`config.mk`:
```
export PLATFORM = sky130hd
export DESIGN_NAME = timer_count_compare_core
export DESIGN_NICKNAME = d
export VERILOG_FILES = /design/src/include/timer_pkg.sv /design/src/logic/timer_channel.sv /design/src/logic/timer_count_compare_core.sv
export SDC_FILE = /design/constraint.sdc
export NUM_CORES = 2
export LEC_CHECK = 0
export ABC_AREA = 1
export BUFFER_PORTS_ARGS = -buffer_cell sky130_fd_sc_hd__buf_2
export CAP_MARGIN = 20
export CORE_ASPECT_RATIO = 1.75
export CORE_MARGIN = 2
export CORE_UTILIZATION = 55
export CTS_CLUSTER_DIAMETER = 60
export DETAILED_ROUTE_END_ITERATION = 7
export HOLD_SLACK_MARGIN = 0.05
export PLACE_DENSITY_LB_ADDON = 0.2
export SYNTH_ARGS = -nofsm -noshare
export SYNTH_HDL_FRONTEND = slang
export SYNTH_SLANG_ARGS = --single-unit
```
`constraint.sdc`:
```
create_clock -name sys_clk -period 19.7 [get_ports sys_clk]
set_input_delay 1.97 -clock sys_clk [delete_from_list [all_inputs] [get_ports sys_clk]]
set_output_delay 1.97 -clock sys_clk [all_outputs]
set_load 0.02 [all_outputs]
```
`src/include/timer_pkg.sv`:
```
// Shared constants and types for the five-channel timer core
package timer_pkg;
  localparam int NUM_CH = 5;

  // Global register indexes, byte address = 2 * index, channel nibble 0
  localparam logic [2:0] GIDX_MODE = 3'h0;
  localparam logic [2:0] GIDX_FUNC = 3'h1;
  localparam logic [2:0] GIDX_OMER = 3'h2;
  localparam logic [2:0] GIDX_OTLC = 3'h3;

  // Per-channel register indexes, channel n at address nibble n + 1
  localparam logic [2:0] IDX_CTRL = 3'h0;
  localparam logic [2:0] IDX_IO   = 3'h1;
  localparam logic [2:0] IDX_STAT = 3'h2;
  localparam logic [2:0] IDX_CNT  = 3'h3;
  localparam logic [2:0] IDX_GRA  = 3'h4;
  localparam logic [2:0] IDX_GRB  = 3'h5;
  localparam logic [2:0] IDX_BRA  = 3'h6;
  localparam logic [2:0] IDX_BRB  = 3'h7;

  // Field positions
  localparam int MODE_PHASE_BIT = 6;
  localparam int FUNC_MODE_LSB  = 4;
  localparam int OTLC_TRIG_BIT  = 4;
  localparam int OTLC_LSA_BIT   = 1;
  localparam int OTLC_LSB_BIT   = 0;
  localparam int OM_CH3A = 0;
  localparam int OM_CH4A = 1;
  localparam int OM_CH4B = 2;
  localparam int OM_CH3B = 3;
  localparam int OM_CX4A = 4;
  localparam int OM_CX4B = 5;
  localparam int IO_CAP_BIT = 2;

  // Reset values and read-as-one masks
  localparam logic [7:0]  OTLC_RESET   = 8'hFF;
  localparam logic [7:0]  OTLC_RO_ONES = 8'hEC;
  localparam logic [5:0]  OMER_RESET   = 6'h3F;
  localparam logic [7:0]  OMER_RO_ONES = 8'hC0;
  localparam logic [7:0]  CTRL_RO_ONES = 8'h80;
  localparam logic [15:0] CNT_RESET    = 16'h0000;
  localparam logic [15:0] GR_RESET     = 16'hFFFF;

  localparam logic [1:0] CLR_A     = 2'h1;
  localparam logic [1:0] CLR_B     = 2'h2;
  localparam logic [1:0] OC_NONE   = 2'h0;
  localparam logic [1:0] OC_LOW    = 2'h1;
  localparam logic [1:0] OC_HIGH   = 2'h2;
  localparam logic [1:0] EDGE_FALL = 2'h1;

  typedef enum logic [1:0] {
    PM_NORMAL = 2'b00,
    PM_RSPWM  = 2'b10,
    PM_CPWM   = 2'b11
  } pair_mode_t;

  typedef struct packed {
    logic [1:0]      clr;
    logic [2:0]      psel;
    logic [1:0][2:0] io;
  } chan_cfg_t;

  typedef struct packed {
    logic        en;
    logic [2:0]  idx;
    logic [1:0]  be;
    logic [15:0] data;
  } chan_wr_t;
endpackage

```
`src/logic/timer_channel.sv`:
```
// One timer channel: counter, two compare/capture registers, buffers
`timescale 1ns/100ps
module timer_channel #(
  parameter bit HAS_BUF = 1'b0
) (
  input  wire logic                  sys_clk,
  input  wire logic                  rst,
  input  wire logic                  standby,
  input  wire timer_pkg::chan_cfg_t  cfg,
  input  wire timer_pkg::chan_wr_t   wr,
  input  wire logic                  tick,
  input  wire logic                  phase_mode,
  input  wire logic                  phase_step,
  input  wire logic                  phase_up,
  input  wire logic                  updown,
  input  wire logic [15:0]           top,
  input  wire logic                  pwm,
  input  wire logic [1:0]            buf_en,
  input  wire logic [1:0]            cap_in,
  output logic [15:0]                cnt,
  output logic [1:0][15:0]           gr,
  output logic [1:0][15:0]           bufv,
  output logic [1:0]                 ev,
  output logic [1:0]                 cap_ev,
  output logic                       wrap,
  output logic [1:0]                 outv
);
  import timer_pkg::*;

  logic [1:0]  cap_q;
  logic        dir;
  logic        moved;
  logic        step;
  logic        down;
  logic        cnt_wr;
  logic        clear;
  logic [15:0] next_cnt;
  logic [1:0]  match;

  function automatic logic [15:0] merge(input logic [15:0] old, input logic [15:0] d,
                                        input logic [1:0] be);
    merge = {be[1] ? d[15:8] : old[15:8], be[0] ? d[7:0] : old[7:0]};
  endfunction

  always_comb begin
    if (phase_mode) begin
      step = phase_step;
      down = !phase_up;
    end else begin
      step = tick;
      down = updown && dir;
    end
    next_cnt = down ? cnt - 16'h0001 : cnt + 16'h0001;
  end

  assign cnt_wr = wr.en && (wr.idx == IDX_CNT) && (|wr.be);
  assign clear  = (cfg.clr == CLR_A && ev[0]) || (cfg.clr == CLR_B && ev[1]);
  assign wrap   = step && !cnt_wr && !clear
                  && (cnt == (down ? 16'h0000 : 16'hFFFF));

  always_ff @(posedge sys_clk or posedge rst) begin
    if (rst) begin
      cap_q <= 2'h0;
      moved <= 1'b0;
      dir   <= 1'b0;
    end else if (standby) begin
      cap_q <= 2'h0;
      moved <= 1'b0;
      dir   <= 1'b0;
    end else begin
      cap_q <= cap_in;
      moved <= step || cnt_wr;
      if (!updown || phase_mode) begin
        dir <= 1'b0;
      end else if (step && !dir && next_cnt == top) begin
        dir <= 1'b1;
      end else if (step && dir && next_cnt == 16'h0000) begin
        dir <= 1'b0;
      end
    end
  end

  always_ff @(posedge sys_clk or posedge rst) begin
    if (rst) begin
      cnt <= CNT_RESET;
    end else if (standby) begin
      cnt <= CNT_RESET;
    end else if (cnt_wr) begin
      cnt <= merge(cnt, wr.data, wr.be);
    end else if (clear) begin
      cnt <= CNT_RESET;
    end else if (step) begin
      cnt <= next_cnt;
    end
  end

  for (genvar i = 0; i < 2; i++) begin : g_gr
    logic is_cap;
    logic rise;
    logic fall;
    logic buf_on;

    // PWM modes force compare use whatever the capture bit says
    assign is_cap    = cfg.io[i][IO_CAP_BIT] && !pwm;
    assign rise      = cap_in[i] && !cap_q[i];
    assign fall      = !cap_in[i] && cap_q[i];
    assign cap_ev[i] = is_cap && (cfg.io[i][1] ? (rise || fall)
                       : (cfg.io[i][1:0] == EDGE_FALL) ? fall : rise);
    // Compare only after the counter moved, so a static equal value fires once
    assign match[i]  = moved && !is_cap && (cnt == gr[i]);
    assign ev[i]     = match[i] || cap_ev[i];
    assign buf_on    = HAS_BUF && buf_en[i];

    always_ff @(posedge sys_clk or posedge rst) begin
      if (rst) begin
        gr[i] <= GR_RESET;
      end else if (standby) begin
        gr[i] <= GR_RESET;
      end else if (wr.en && wr.idx == 3'(IDX_GRA + i)) begin
        gr[i] <= merge(gr[i], wr.data, wr.be);
      end else if (cap_ev[i]) begin
        gr[i] <= cnt;
      end else if (match[i] && buf_on) begin
        gr[i] <= bufv[i];
      end
    end

    always_ff @(posedge sys_clk or posedge rst) begin
      if (rst) begin
        bufv[i] <= GR_RESET;
      end else if (standby) begin
        bufv[i] <= GR_RESET;
      end else if (HAS_BUF && wr.en && wr.idx == 3'(IDX_BRA + i)) begin
        bufv[i] <= merge(bufv[i], wr.data, wr.be);
      end else if (cap_ev[i] && buf_on) begin
        bufv[i] <= gr[i];
      end
    end

    always_ff @(posedge sys_clk or posedge rst) begin
      if (rst) begin
        outv[i] <= 1'b0;
      end else if (standby) begin
        outv[i] <= 1'b0;
      end else if (pwm) begin
        if (match[i]) begin
          outv[i] <= 1'b1;
        end else if (match[1 - i]) begin
          outv[i] <= 1'b0;
        end
      end else if (match[i]) begin
        unique case (cfg.io[i][1:0])
          OC_NONE: outv[i] <= outv[i];
          OC_LOW:  outv[i] <= 1'b0;
          OC_HIGH: outv[i] <= 1'b1;
          default: outv[i] <= !outv[i];
        endcase
      end
    end
  end
endmodule

```
`src/logic/timer_count_compare_core.sv`:
```
// Five-channel 16-bit timer core with compare, capture and output control
`timescale 1ns/100ps
// Contract
// - Unused output-control bits read as one
// - Output control resets to FF, also standby
// - Trigger and levels act only paired modes
// - Trigger enabled: ch1 capture A clears enables
// - Trigger disabled: ch1 capture A harmless
// - Group A level bit zero inverts outputs
// - Group B level bit zero inverts outputs
// - Each channel has 16-bit prescaled counter
// - Count direction depends on channel and mode
// - Counter clears on own A/B event
// - Upward wrap sets channel wrap flag
// - Downward wrap sets channel wrap flag
// - Counters take word and byte access
// - Counters reset to zero, also standby
// - Two compare/capture registers per channel
// - Compare match sets flag, drives output
// - Selected capture edge latches count, sets flag
// - PWM modes ignore I/O control settings
// - General registers take word, byte access
// - General registers reset to FFFF, compare
// - Only channels three, four have buffers
// - Cleared master enable releases the pin
// - Buffer copies into register on match
module timer_count_compare_core (
  input  wire logic        sys_clk,
  input  wire logic        rst,
  input  wire logic        standby,
  input  wire logic [7:0]  bus_addr,
  input  wire logic        bus_wr,
  input  wire logic        bus_rd,
  input  wire logic [1:0]  bus_be,
  input  wire logic [15:0] bus_wdata,
  input  wire logic [3:0]  ext_clk,
  input  wire logic [9:0]  cap_in,
  output logic      [15:0] bus_rdata,
  output logic      [9:0]  pin_out,
  output logic      [9:0]  pin_oe,
  output logic      [1:0]  comp_out,
  output logic      [1:0]  comp_oe
);
  import timer_pkg::*;

  logic [3:0]       ch_num;
  logic [2:0]       idx;
  logic             glob_wr;
  logic [15:0]      next_rdata;

  logic [2:0]       pre;
  logic [3:0]       ext_q;
  logic [7:0]       src;
  logic             ph_step;
  logic             ph_up;

  logic [4:0]       pwm_en;
  logic             phase_mode;
  logic [3:0]       buf_en;
  pair_mode_t       pmode;
  logic             rs_mode;
  logic             cp_mode;
  logic             pair_mode;
  logic [5:0]       omer;
  logic             trig_off;
  logic             lvl_a;
  logic             lvl_b;
  logic             trigger;

  chan_cfg_t        cfg    [NUM_CH];
  logic [2:0]       flags  [NUM_CH];
  logic [15:0]      cnt    [NUM_CH];
  logic [1:0][15:0] gr     [NUM_CH];
  logic [1:0][15:0] bufv   [NUM_CH];
  logic [1:0]       ev     [NUM_CH];
  logic [1:0]       cap_ev [NUM_CH];
  logic             wrap   [NUM_CH];
  logic [1:0]       outv   [NUM_CH];

  logic [9:0]       lvl;
  logic [9:0]       drive;
  logic [9:0]       inv;
  logic [9:0]       gate;

  assign ch_num  = bus_addr[7:4];
  assign idx     = bus_addr[3:1];
  assign glob_wr = bus_wr && (ch_num == 4'h0) && bus_be[0];

  // Clock sources: internal divide by 1/2/4/8, then four external inputs
  always_ff @(posedge sys_clk or posedge rst) begin
    if (rst) begin
      pre   <= 3'h0;
      ext_q <= 4'h0;
    end else begin
      pre   <= pre + 3'h1;
      ext_q <= ext_clk;
    end
  end

  assign src     = {ext_clk & ~ext_q, &pre[2:0], &pre[1:0], pre[0], 1'b1};
  // Two-phase decode on external inputs 0 and 1; any change is one step
  assign ph_step = (ext_clk[1:0] != ext_q[1:0]);
  assign ph_up   = ext_q[0] ^ ext_clk[1];

  always_comb begin
    rs_mode = 1'b0;
    cp_mode = 1'b0;
    unique case (pmode)
      PM_RSPWM:  rs_mode = 1'b1;
      PM_CPWM:   cp_mode = 1'b1;
      default:   rs_mode = 1'b0;
    endcase
  end

  assign pair_mode = rs_mode || cp_mode;
  // External shutdown only counts while a paired mode runs
  assign trigger   = !trig_off && pair_mode && cap_ev[1][0];

  always_ff @(posedge sys_clk or posedge rst) begin
    if (rst) begin
      pwm_en     <= 5'h00;
      phase_mode <= 1'b0;
    end else if (standby) begin
      pwm_en     <= 5'h00;
      phase_mode <= 1'b0;
    end else if (glob_wr && idx == GIDX_MODE) begin
      pwm_en     <= bus_wdata[4:0];
      phase_mode <= bus_wdata[MODE_PHASE_BIT];
    end
  end

  always_ff @(posedge sys_clk or posedge rst) begin
    if (rst) begin
      buf_en <= 4'h0;
      pmode  <= PM_NORMAL;
    end else if (standby) begin
      buf_en <= 4'h0;
      pmode  <= PM_NORMAL;
    end else if (glob_wr && idx == GIDX_FUNC) begin
      buf_en <= bus_wdata[3:0];
      pmode  <= pair_mode_t'(bus_wdata[FUNC_MODE_LSB +: 2]);
    end
  end

  // The shutdown beats a same-cycle software write, so that write cannot undo it
  always_ff @(posedge sys_clk or posedge rst) begin
    if (rst) begin
      omer <= OMER_RESET;
    end else if (standby) begin
      omer <= OMER_RESET;
    end else if (trigger) begin
      omer <= 6'h00;
    end else if (glob_wr && idx == GIDX_OMER) begin
      omer <= bus_wdata[5:0];
    end
  end

  always_ff @(posedge sys_clk or posedge rst) begin
    if (rst) begin
      trig_off <= OTLC_RESET[OTLC_TRIG_BIT];
      lvl_a    <= OTLC_RESET[OTLC_LSA_BIT];
      lvl_b    <= OTLC_RESET[OTLC_LSB_BIT];
    end else if (standby) begin
      trig_off <= OTLC_RESET[OTLC_TRIG_BIT];
      lvl_a    <= OTLC_RESET[OTLC_LSA_BIT];
      lvl_b    <= OTLC_RESET[OTLC_LSB_BIT];
    end else if (glob_wr && idx == GIDX_OTLC) begin
      trig_off <= bus_wdata[OTLC_TRIG_BIT];
      lvl_a    <= bus_wdata[OTLC_LSA_BIT];
      lvl_b    <= bus_wdata[OTLC_LSB_BIT];
    end
  end

  for (genvar c = 0; c < NUM_CH; c++) begin : g_ch
    logic       sel;
    logic       stat_wr;
    logic       pwm_c;
    logic [1:0] bsel;
    chan_wr_t   wr;

    assign sel     = bus_wr && (ch_num == 4'(c + 1));
    assign stat_wr = sel && (idx == IDX_STAT) && bus_be[0];
    assign wr      = '{en: sel, idx: idx, be: bus_be, data: bus_wdata};
    assign pwm_c   = pwm_en[c] || ((c >= 3) && pair_mode);

    if (c >= 3) begin : g_buf
      assign bsel = buf_en[2 * c - 6 +: 2];
    end else begin : g_nobuf
      assign bsel = 2'h0;
    end

    always_ff @(posedge sys_clk or posedge rst) begin
      if (rst) begin
        cfg[c] <= '0;
      end else if (standby) begin
        cfg[c] <= '0;
      end else if (sel && bus_be[0] && idx == IDX_CTRL) begin
        cfg[c].clr  <= bus_wdata[6:5];
        cfg[c].psel <= bus_wdata[2:0];
      end else if (sel && bus_be[0] && idx == IDX_IO) begin
        cfg[c].io[0] <= bus_wdata[2:0];
        cfg[c].io[1] <= bus_wdata[6:4];
      end
    end

    // A new event in the clearing cycle keeps its flag set
    always_ff @(posedge sys_clk or posedge rst) begin
      if (rst) begin
        flags[c] <= 3'h0;
      end else if (standby) begin
        flags[c] <= 3'h0;
      end else begin
        flags[c] <= {wrap[c], ev[c]}
                    | (flags[c] & ~(stat_wr ? ~bus_wdata[2:0] : 3'h0));
      end
    end

    timer_channel #(
      .HAS_BUF (c >= 3)
    ) u_ch (
      .sys_clk    (sys_clk),
      .rst        (rst),
      .standby    (standby),
      .cfg        (cfg[c]),
      .wr         (wr),
      .tick       (src[cfg[c].psel]),
      .phase_mode ((c == 2) && phase_mode),
      .phase_step (ph_step),
      .phase_up   (ph_up),
      .updown     ((c >= 3) && cp_mode),
      .top        (gr[3][0]),
      .pwm        (pwm_c),
      .buf_en     (bsel),
      .cap_in     (cap_in[2 * c +: 2]),
      .cnt        (cnt[c]),
      .gr         (gr[c]),
      .bufv       (bufv[c]),
      .ev         (ev[c]),
      .cap_ev     (cap_ev[c]),
      .wrap       (wrap[c]),
      .outv       (outv[c])
    );

    for (genvar i = 0; i < 2; i++) begin : g_pin
      assign lvl[2 * c + i]   = outv[c][i];
      // In PWM modes side B only drives when channels 3 and 4 are paired
      assign drive[2 * c + i] = pwm_c ? ((i == 0) || ((c >= 3) && pair_mode))
                                : (!cfg[c].io[i][IO_CAP_BIT]
                                   && cfg[c].io[i][1:0] != OC_NONE);
    end
  end

  assign inv  = pair_mode ? {!lvl_a, !lvl_a, !lvl_b, !lvl_a, 6'h00} : 10'h000;
  assign gate = {omer[OM_CH4B], omer[OM_CH4A], omer[OM_CH3B], omer[OM_CH3A], 6'h3F};

  always_ff @(posedge sys_clk or posedge rst) begin
    if (rst) begin
      pin_out  <= 10'h000;
      pin_oe   <= 10'h000;
      comp_out <= 2'h0;
      comp_oe  <= 2'h0;
    end else if (standby) begin
      pin_out  <= 10'h000;
      pin_oe   <= 10'h000;
      comp_out <= 2'h0;
      comp_oe  <= 2'h0;
    end else begin
      pin_out  <= lvl ^ inv;
      pin_oe   <= drive & gate;
      comp_out <= {!lvl[9], !lvl[8]} ^ {2{pair_mode && !lvl_b}};
      comp_oe  <= {omer[OM_CX4B], omer[OM_CX4A]} & {2{pair_mode}};
    end
  end

  always_comb begin
    next_rdata = 16'h0000;
    if (ch_num == 4'h0) begin
      unique case (idx)
        GIDX_MODE: next_rdata = {9'h000, phase_mode, 1'b0, pwm_en};
        GIDX_FUNC: next_rdata = {10'h000, pmode, buf_en};
        GIDX_OMER: next_rdata = {8'h00, OMER_RO_ONES | {2'h0, omer}};
        GIDX_OTLC: next_rdata = {8'h00, OTLC_RO_ONES | {3'h0, trig_off, 2'h0, lvl_a, lvl_b}};
        default:   next_rdata = 16'h0000;
      endcase
    end
    for (int c = 0; c < NUM_CH; c++) begin
      if (ch_num == 4'(c + 1)) begin
        unique case (idx)
          IDX_CTRL: next_rdata = {8'h00, CTRL_RO_ONES | {1'b0, cfg[c].clr, 2'h0, cfg[c].psel}};
          IDX_IO:   next_rdata = {9'h000, cfg[c].io[1], 1'b0, cfg[c].io[0]};
          IDX_STAT: next_rdata = {13'h0000, flags[c]};
          IDX_CNT:  next_rdata = cnt[c];
          IDX_GRA:  next_rdata = gr[c][0];
          IDX_GRB:  next_rdata = gr[c][1];
          IDX_BRA:  next_rdata = (c >= 3) ? bufv[c][0] : 16'h0000;
          IDX_BRB:  next_rdata = (c >= 3) ? bufv[c][1] : 16'h0000;
        endcase
      end
    end
  end

  // Read data holds until the next read strobe
  always_ff @(posedge sys_clk or posedge rst) begin
    if (rst) begin
      bus_rdata <= 16'h0000;
    end else if (bus_rd) begin
      bus_rdata <= next_rdata;
    end
  end
endmodule
```
==> metrics.yaml <==
port-buffer-count: 83
synthArstFlopShare_pct: 100
tns_ns: 0
dr_wl_met2_microns: 67600
setup_viol: 0
ctsResizeCount: 0
numCtsBuffers: 49
drtAntennaViolNets: 0
drt_first_iter_violations: 4786
die_x_microns: 190
clkTransAtPathRegs_ns: 0.06
worst_setup_path_start_kind: "primary input"
hold_end: "pre[1]"
clock_skew_ns: 0.0449
cp.arrival_ns: 6.31
clk_path_buf_depth: 3
tightest_slew_ns: 1.33
yosysUniqueCellTypes: 57
grt_first_pass_wirelength_microns: 224000
overflow: 0
dieHeight_microns: 330
yosys_warnings: 0
nNetsFinal: 4896
wirelength_microns: 154000
violations: "design-rule violations"
clockRootBuffer: "clkbuf_16"
hpwl_microns: 108000
syn_inst: 4852
r2r_start: "pmode[1]"
worst-path-buf-inv: 5
synth_top_area_share_pct: 18.4
insertion_delay_ns: 0.68
ios: 85
track_usage_pct: 48.8
reg2reg_to: "flags[5]"
critPathMaxFanout: 26
max_freq_ghz: 0.175
final_layout_size_suffix_gt1_share_pct: 11.1
fillers: 5952
path_cells: "buf_2, inv_1, nor2_4, nand2_2, inv_2, o21ai_2, nor2_4, inv_2, nand2_1, nor2_1, nand3_1, o21ai_2, inv_1, nand3_1, nand2_1"
cp-end-kind: "register"
worstHoldStart: "pre[1]"
htreeDepth: 2
yosysTopAreaCell: "dfstp_2"
status: "finished with violations"
fp-row-count: 119
stdcell_area_sq_mm: 0.0358
wl_met1_microns: 47700
rsz0062_at_grt: "false"
synthTopCellsByArea: "dfstp_2 (18%), dfrtp_1 (18%), nand2_1 (13%)"
worstSetupPathType: "in2reg"
cap_violations: 0
hold_violations: 0
core_area_sq_mm: 0.0600
ys_seq_elements: 469
worst_ep_required_time_ns: 20.29
power.leakage_nw: 16.3
synth_top_cells_by_count: "nand2_1 (1,132), o21ai_0 (764), inv_1 (561)"
ys_seq_area_share_pct: 36.1
peakVddDrop_v: 0.0000909
fin_crit_ns: 5.72
synth_edf_count: 0
antenna_found_initial: 18
synth.most_common_cell: "nand2_1"
reg2reg_setup_slack_ns: 15.21
post_cts_buffers: 0
max_slew_margin_pct: 11.5
critical-path-top-delay-family: "simple AND/OR/NAND/NOR gates"
hold_buffers: 0
synth_ff_type: "dfrtp_1"
grt_max_degree: 163
placed_area_sq_mm: 0.0340
gp_congestion: 1.05
routed_via_density: 6.63
drc: 1
synth_area_per_cell_sq_um: 6.86
first_pass_iters: 8
dieArea_sq_mm: 0.0626
start_util_pct: 55.5
wl_per_cell_microns: 27.3
multi_input_area_sq_mm: 0.0179
period_share_pct: 29.0
hold_depth: 1
max_stage_delay_ns: 0.89
maxUsedRoutingLayer: "met5"
synth_area_sq_mm: 0.0333
crit_slowest_cell: "inv_2"
vias: 37300
clock_sinks: 469
synth_nets: 4972
final_max_slew_viol_count: 0
rr_worst_depth: 11
grt_pass1_vias: 35000
powerDensity_mw_per_mm2: 83.2
hold_class: "reg2reg"
cts_tree: "built"
dr_wl_met3_microns: 17800
regArea_sq_mm: 0.0120
area_growth_pct: 7.45
-- registers in the layout, summed over array words and instances (netlist names), 2 cells and up --
register,flops
comp_oe,2
g_ch.u_ch.cap_q,10
omer,6
g_ch.u_ch.gr,160
bus_rdata,16
buf_en,4
pwm_en,5
g_ch.u_ch.outv,10
pmode,2
g_ch.u_ch.moved,5
pin_oe,10
ext_q,4
g_ch.u_ch.bufv,64
comp_out,2
cfg,55
g_ch.u_ch.dir,2
pre,3
g_ch.u_ch.cnt,80
flags,15
pin_out,10
-- where the power goes --
| part | internal (W) | switching, W | total (W) |
|---|---|---|---|
| sequential | 0.00113 | 0.000117 | 0.00125 |
| clock | 0.000564 | 0.000452 | 0.00102 |
| combinational | 0.000208 | 0.000504 | 0.000712 |
-- per-stage QoR --
stage / setup slack, ns / power, W / util, % / hold slack, ns / instances
2_1_floorplan: 5.03 / 0.00168 / - / 0.431 / 4852
3_3_place_gp: 13.78 / 0.00192 / 56.6 / 0.454 / 5504
3_5_place_dp: 13.78 / 0.00193 / 56.6 / 0.460 / 5504
4_1_cts: 14.39 / 0.00293 / 59.5 / 0.475 / 5596
5_1_grt: 14.00 / 0.00307 / 59.6 / 0.496 / 5604
6_report: 13.98 / 0.00298 / 59.6 / 0.473 / 5621
-- layout by cell type, fill, tap and decap left out, drive strengths merged, types with 4 or more instances in the layout --
cell type,n
buf,133
o31ai,6
nand2,1142
mux2,4
a41oi,19
nor2,338
nor4,25
ha,74
o22ai,129
dfstp,233
a22oi,6
o21ai,812
nand3b,10
diode,18
a21boi,4
clkinv,22
o41ai,4
a31oi,32
dfrtp,236
a21oi,305
xnor2,30
a211oi,18
nor3,46
a41o,5
nand4,48
a221oi,36
nand3,262
o211ai,23
inv,593
o221ai,22
xor2,74
a32oi,8
clkbuf,74
o2111ai,24
-- metal layers --
| metal | vias to the layer above | GRT usage (%) |
|---|---|---|
| met5 | - | 0.385 |
| met4 | 18 | 50.0 |
| li1 | 16200 | - |
| met2 | 2634 | 75.6 |
| met3 | 1055 | 16.7 |
| met1 | 17400 | 50.3 |
-- cell type report --
cell class / instances / area share [%]
Sequential cell: 469 / 33.6
Clock inverter: 19 / 0.591
Multi-Input combinational cell: 3521 / 50.2
Timing Repair Buffer: 134 / 2.31
Inverter: 601 / 6.33
Clock buffer: 73 / 4.14
Antenna cell: 18 / 0.126
Tap cell: 786 / 2.75
-- how the worst max path moves through the flow --
stage / from / to / slack (ns) / cells after the start
floorplan: rst / buf_en[0] / 5.03 / 1
global placement: bus_addr[2] / g_ch[3].u_ch.cnt[9] / 13.78 / 15
detailed placement: bus_addr[2] / g_ch[3].u_ch.cnt[3] / 13.78 / 15
CTS: bus_addr[2] / g_ch[3].u_ch.cnt[9] / 14.39 / 15
global route: bus_addr[2] / g_ch[3].u_ch.cnt[5] / 14.00 / 15
finish: bus_addr[2] / g_ch[3].u_ch.cnt[3] / 13.98 / 15
-- kinds of logic (layout without fill, tap and decap cells) --
group                    after synthesis  after routing  share of synthesized area, %
AO/OA/AOI/OAI                       1461           1461                          24.6
buffers and inverters                862            827                          10.0
multiplexers                           4              4                         0.135
AND/OR/NAND/NOR                     1877           1877                          23.6
adder cells (fa/ha/maj)               75             75                          2.84
flip-flops                           469            469                          36.1
other                                  0             18                             0
XOR/XNOR                             104            104                          2.74
No activity file was read; power rests on OpenSTA's default activity.
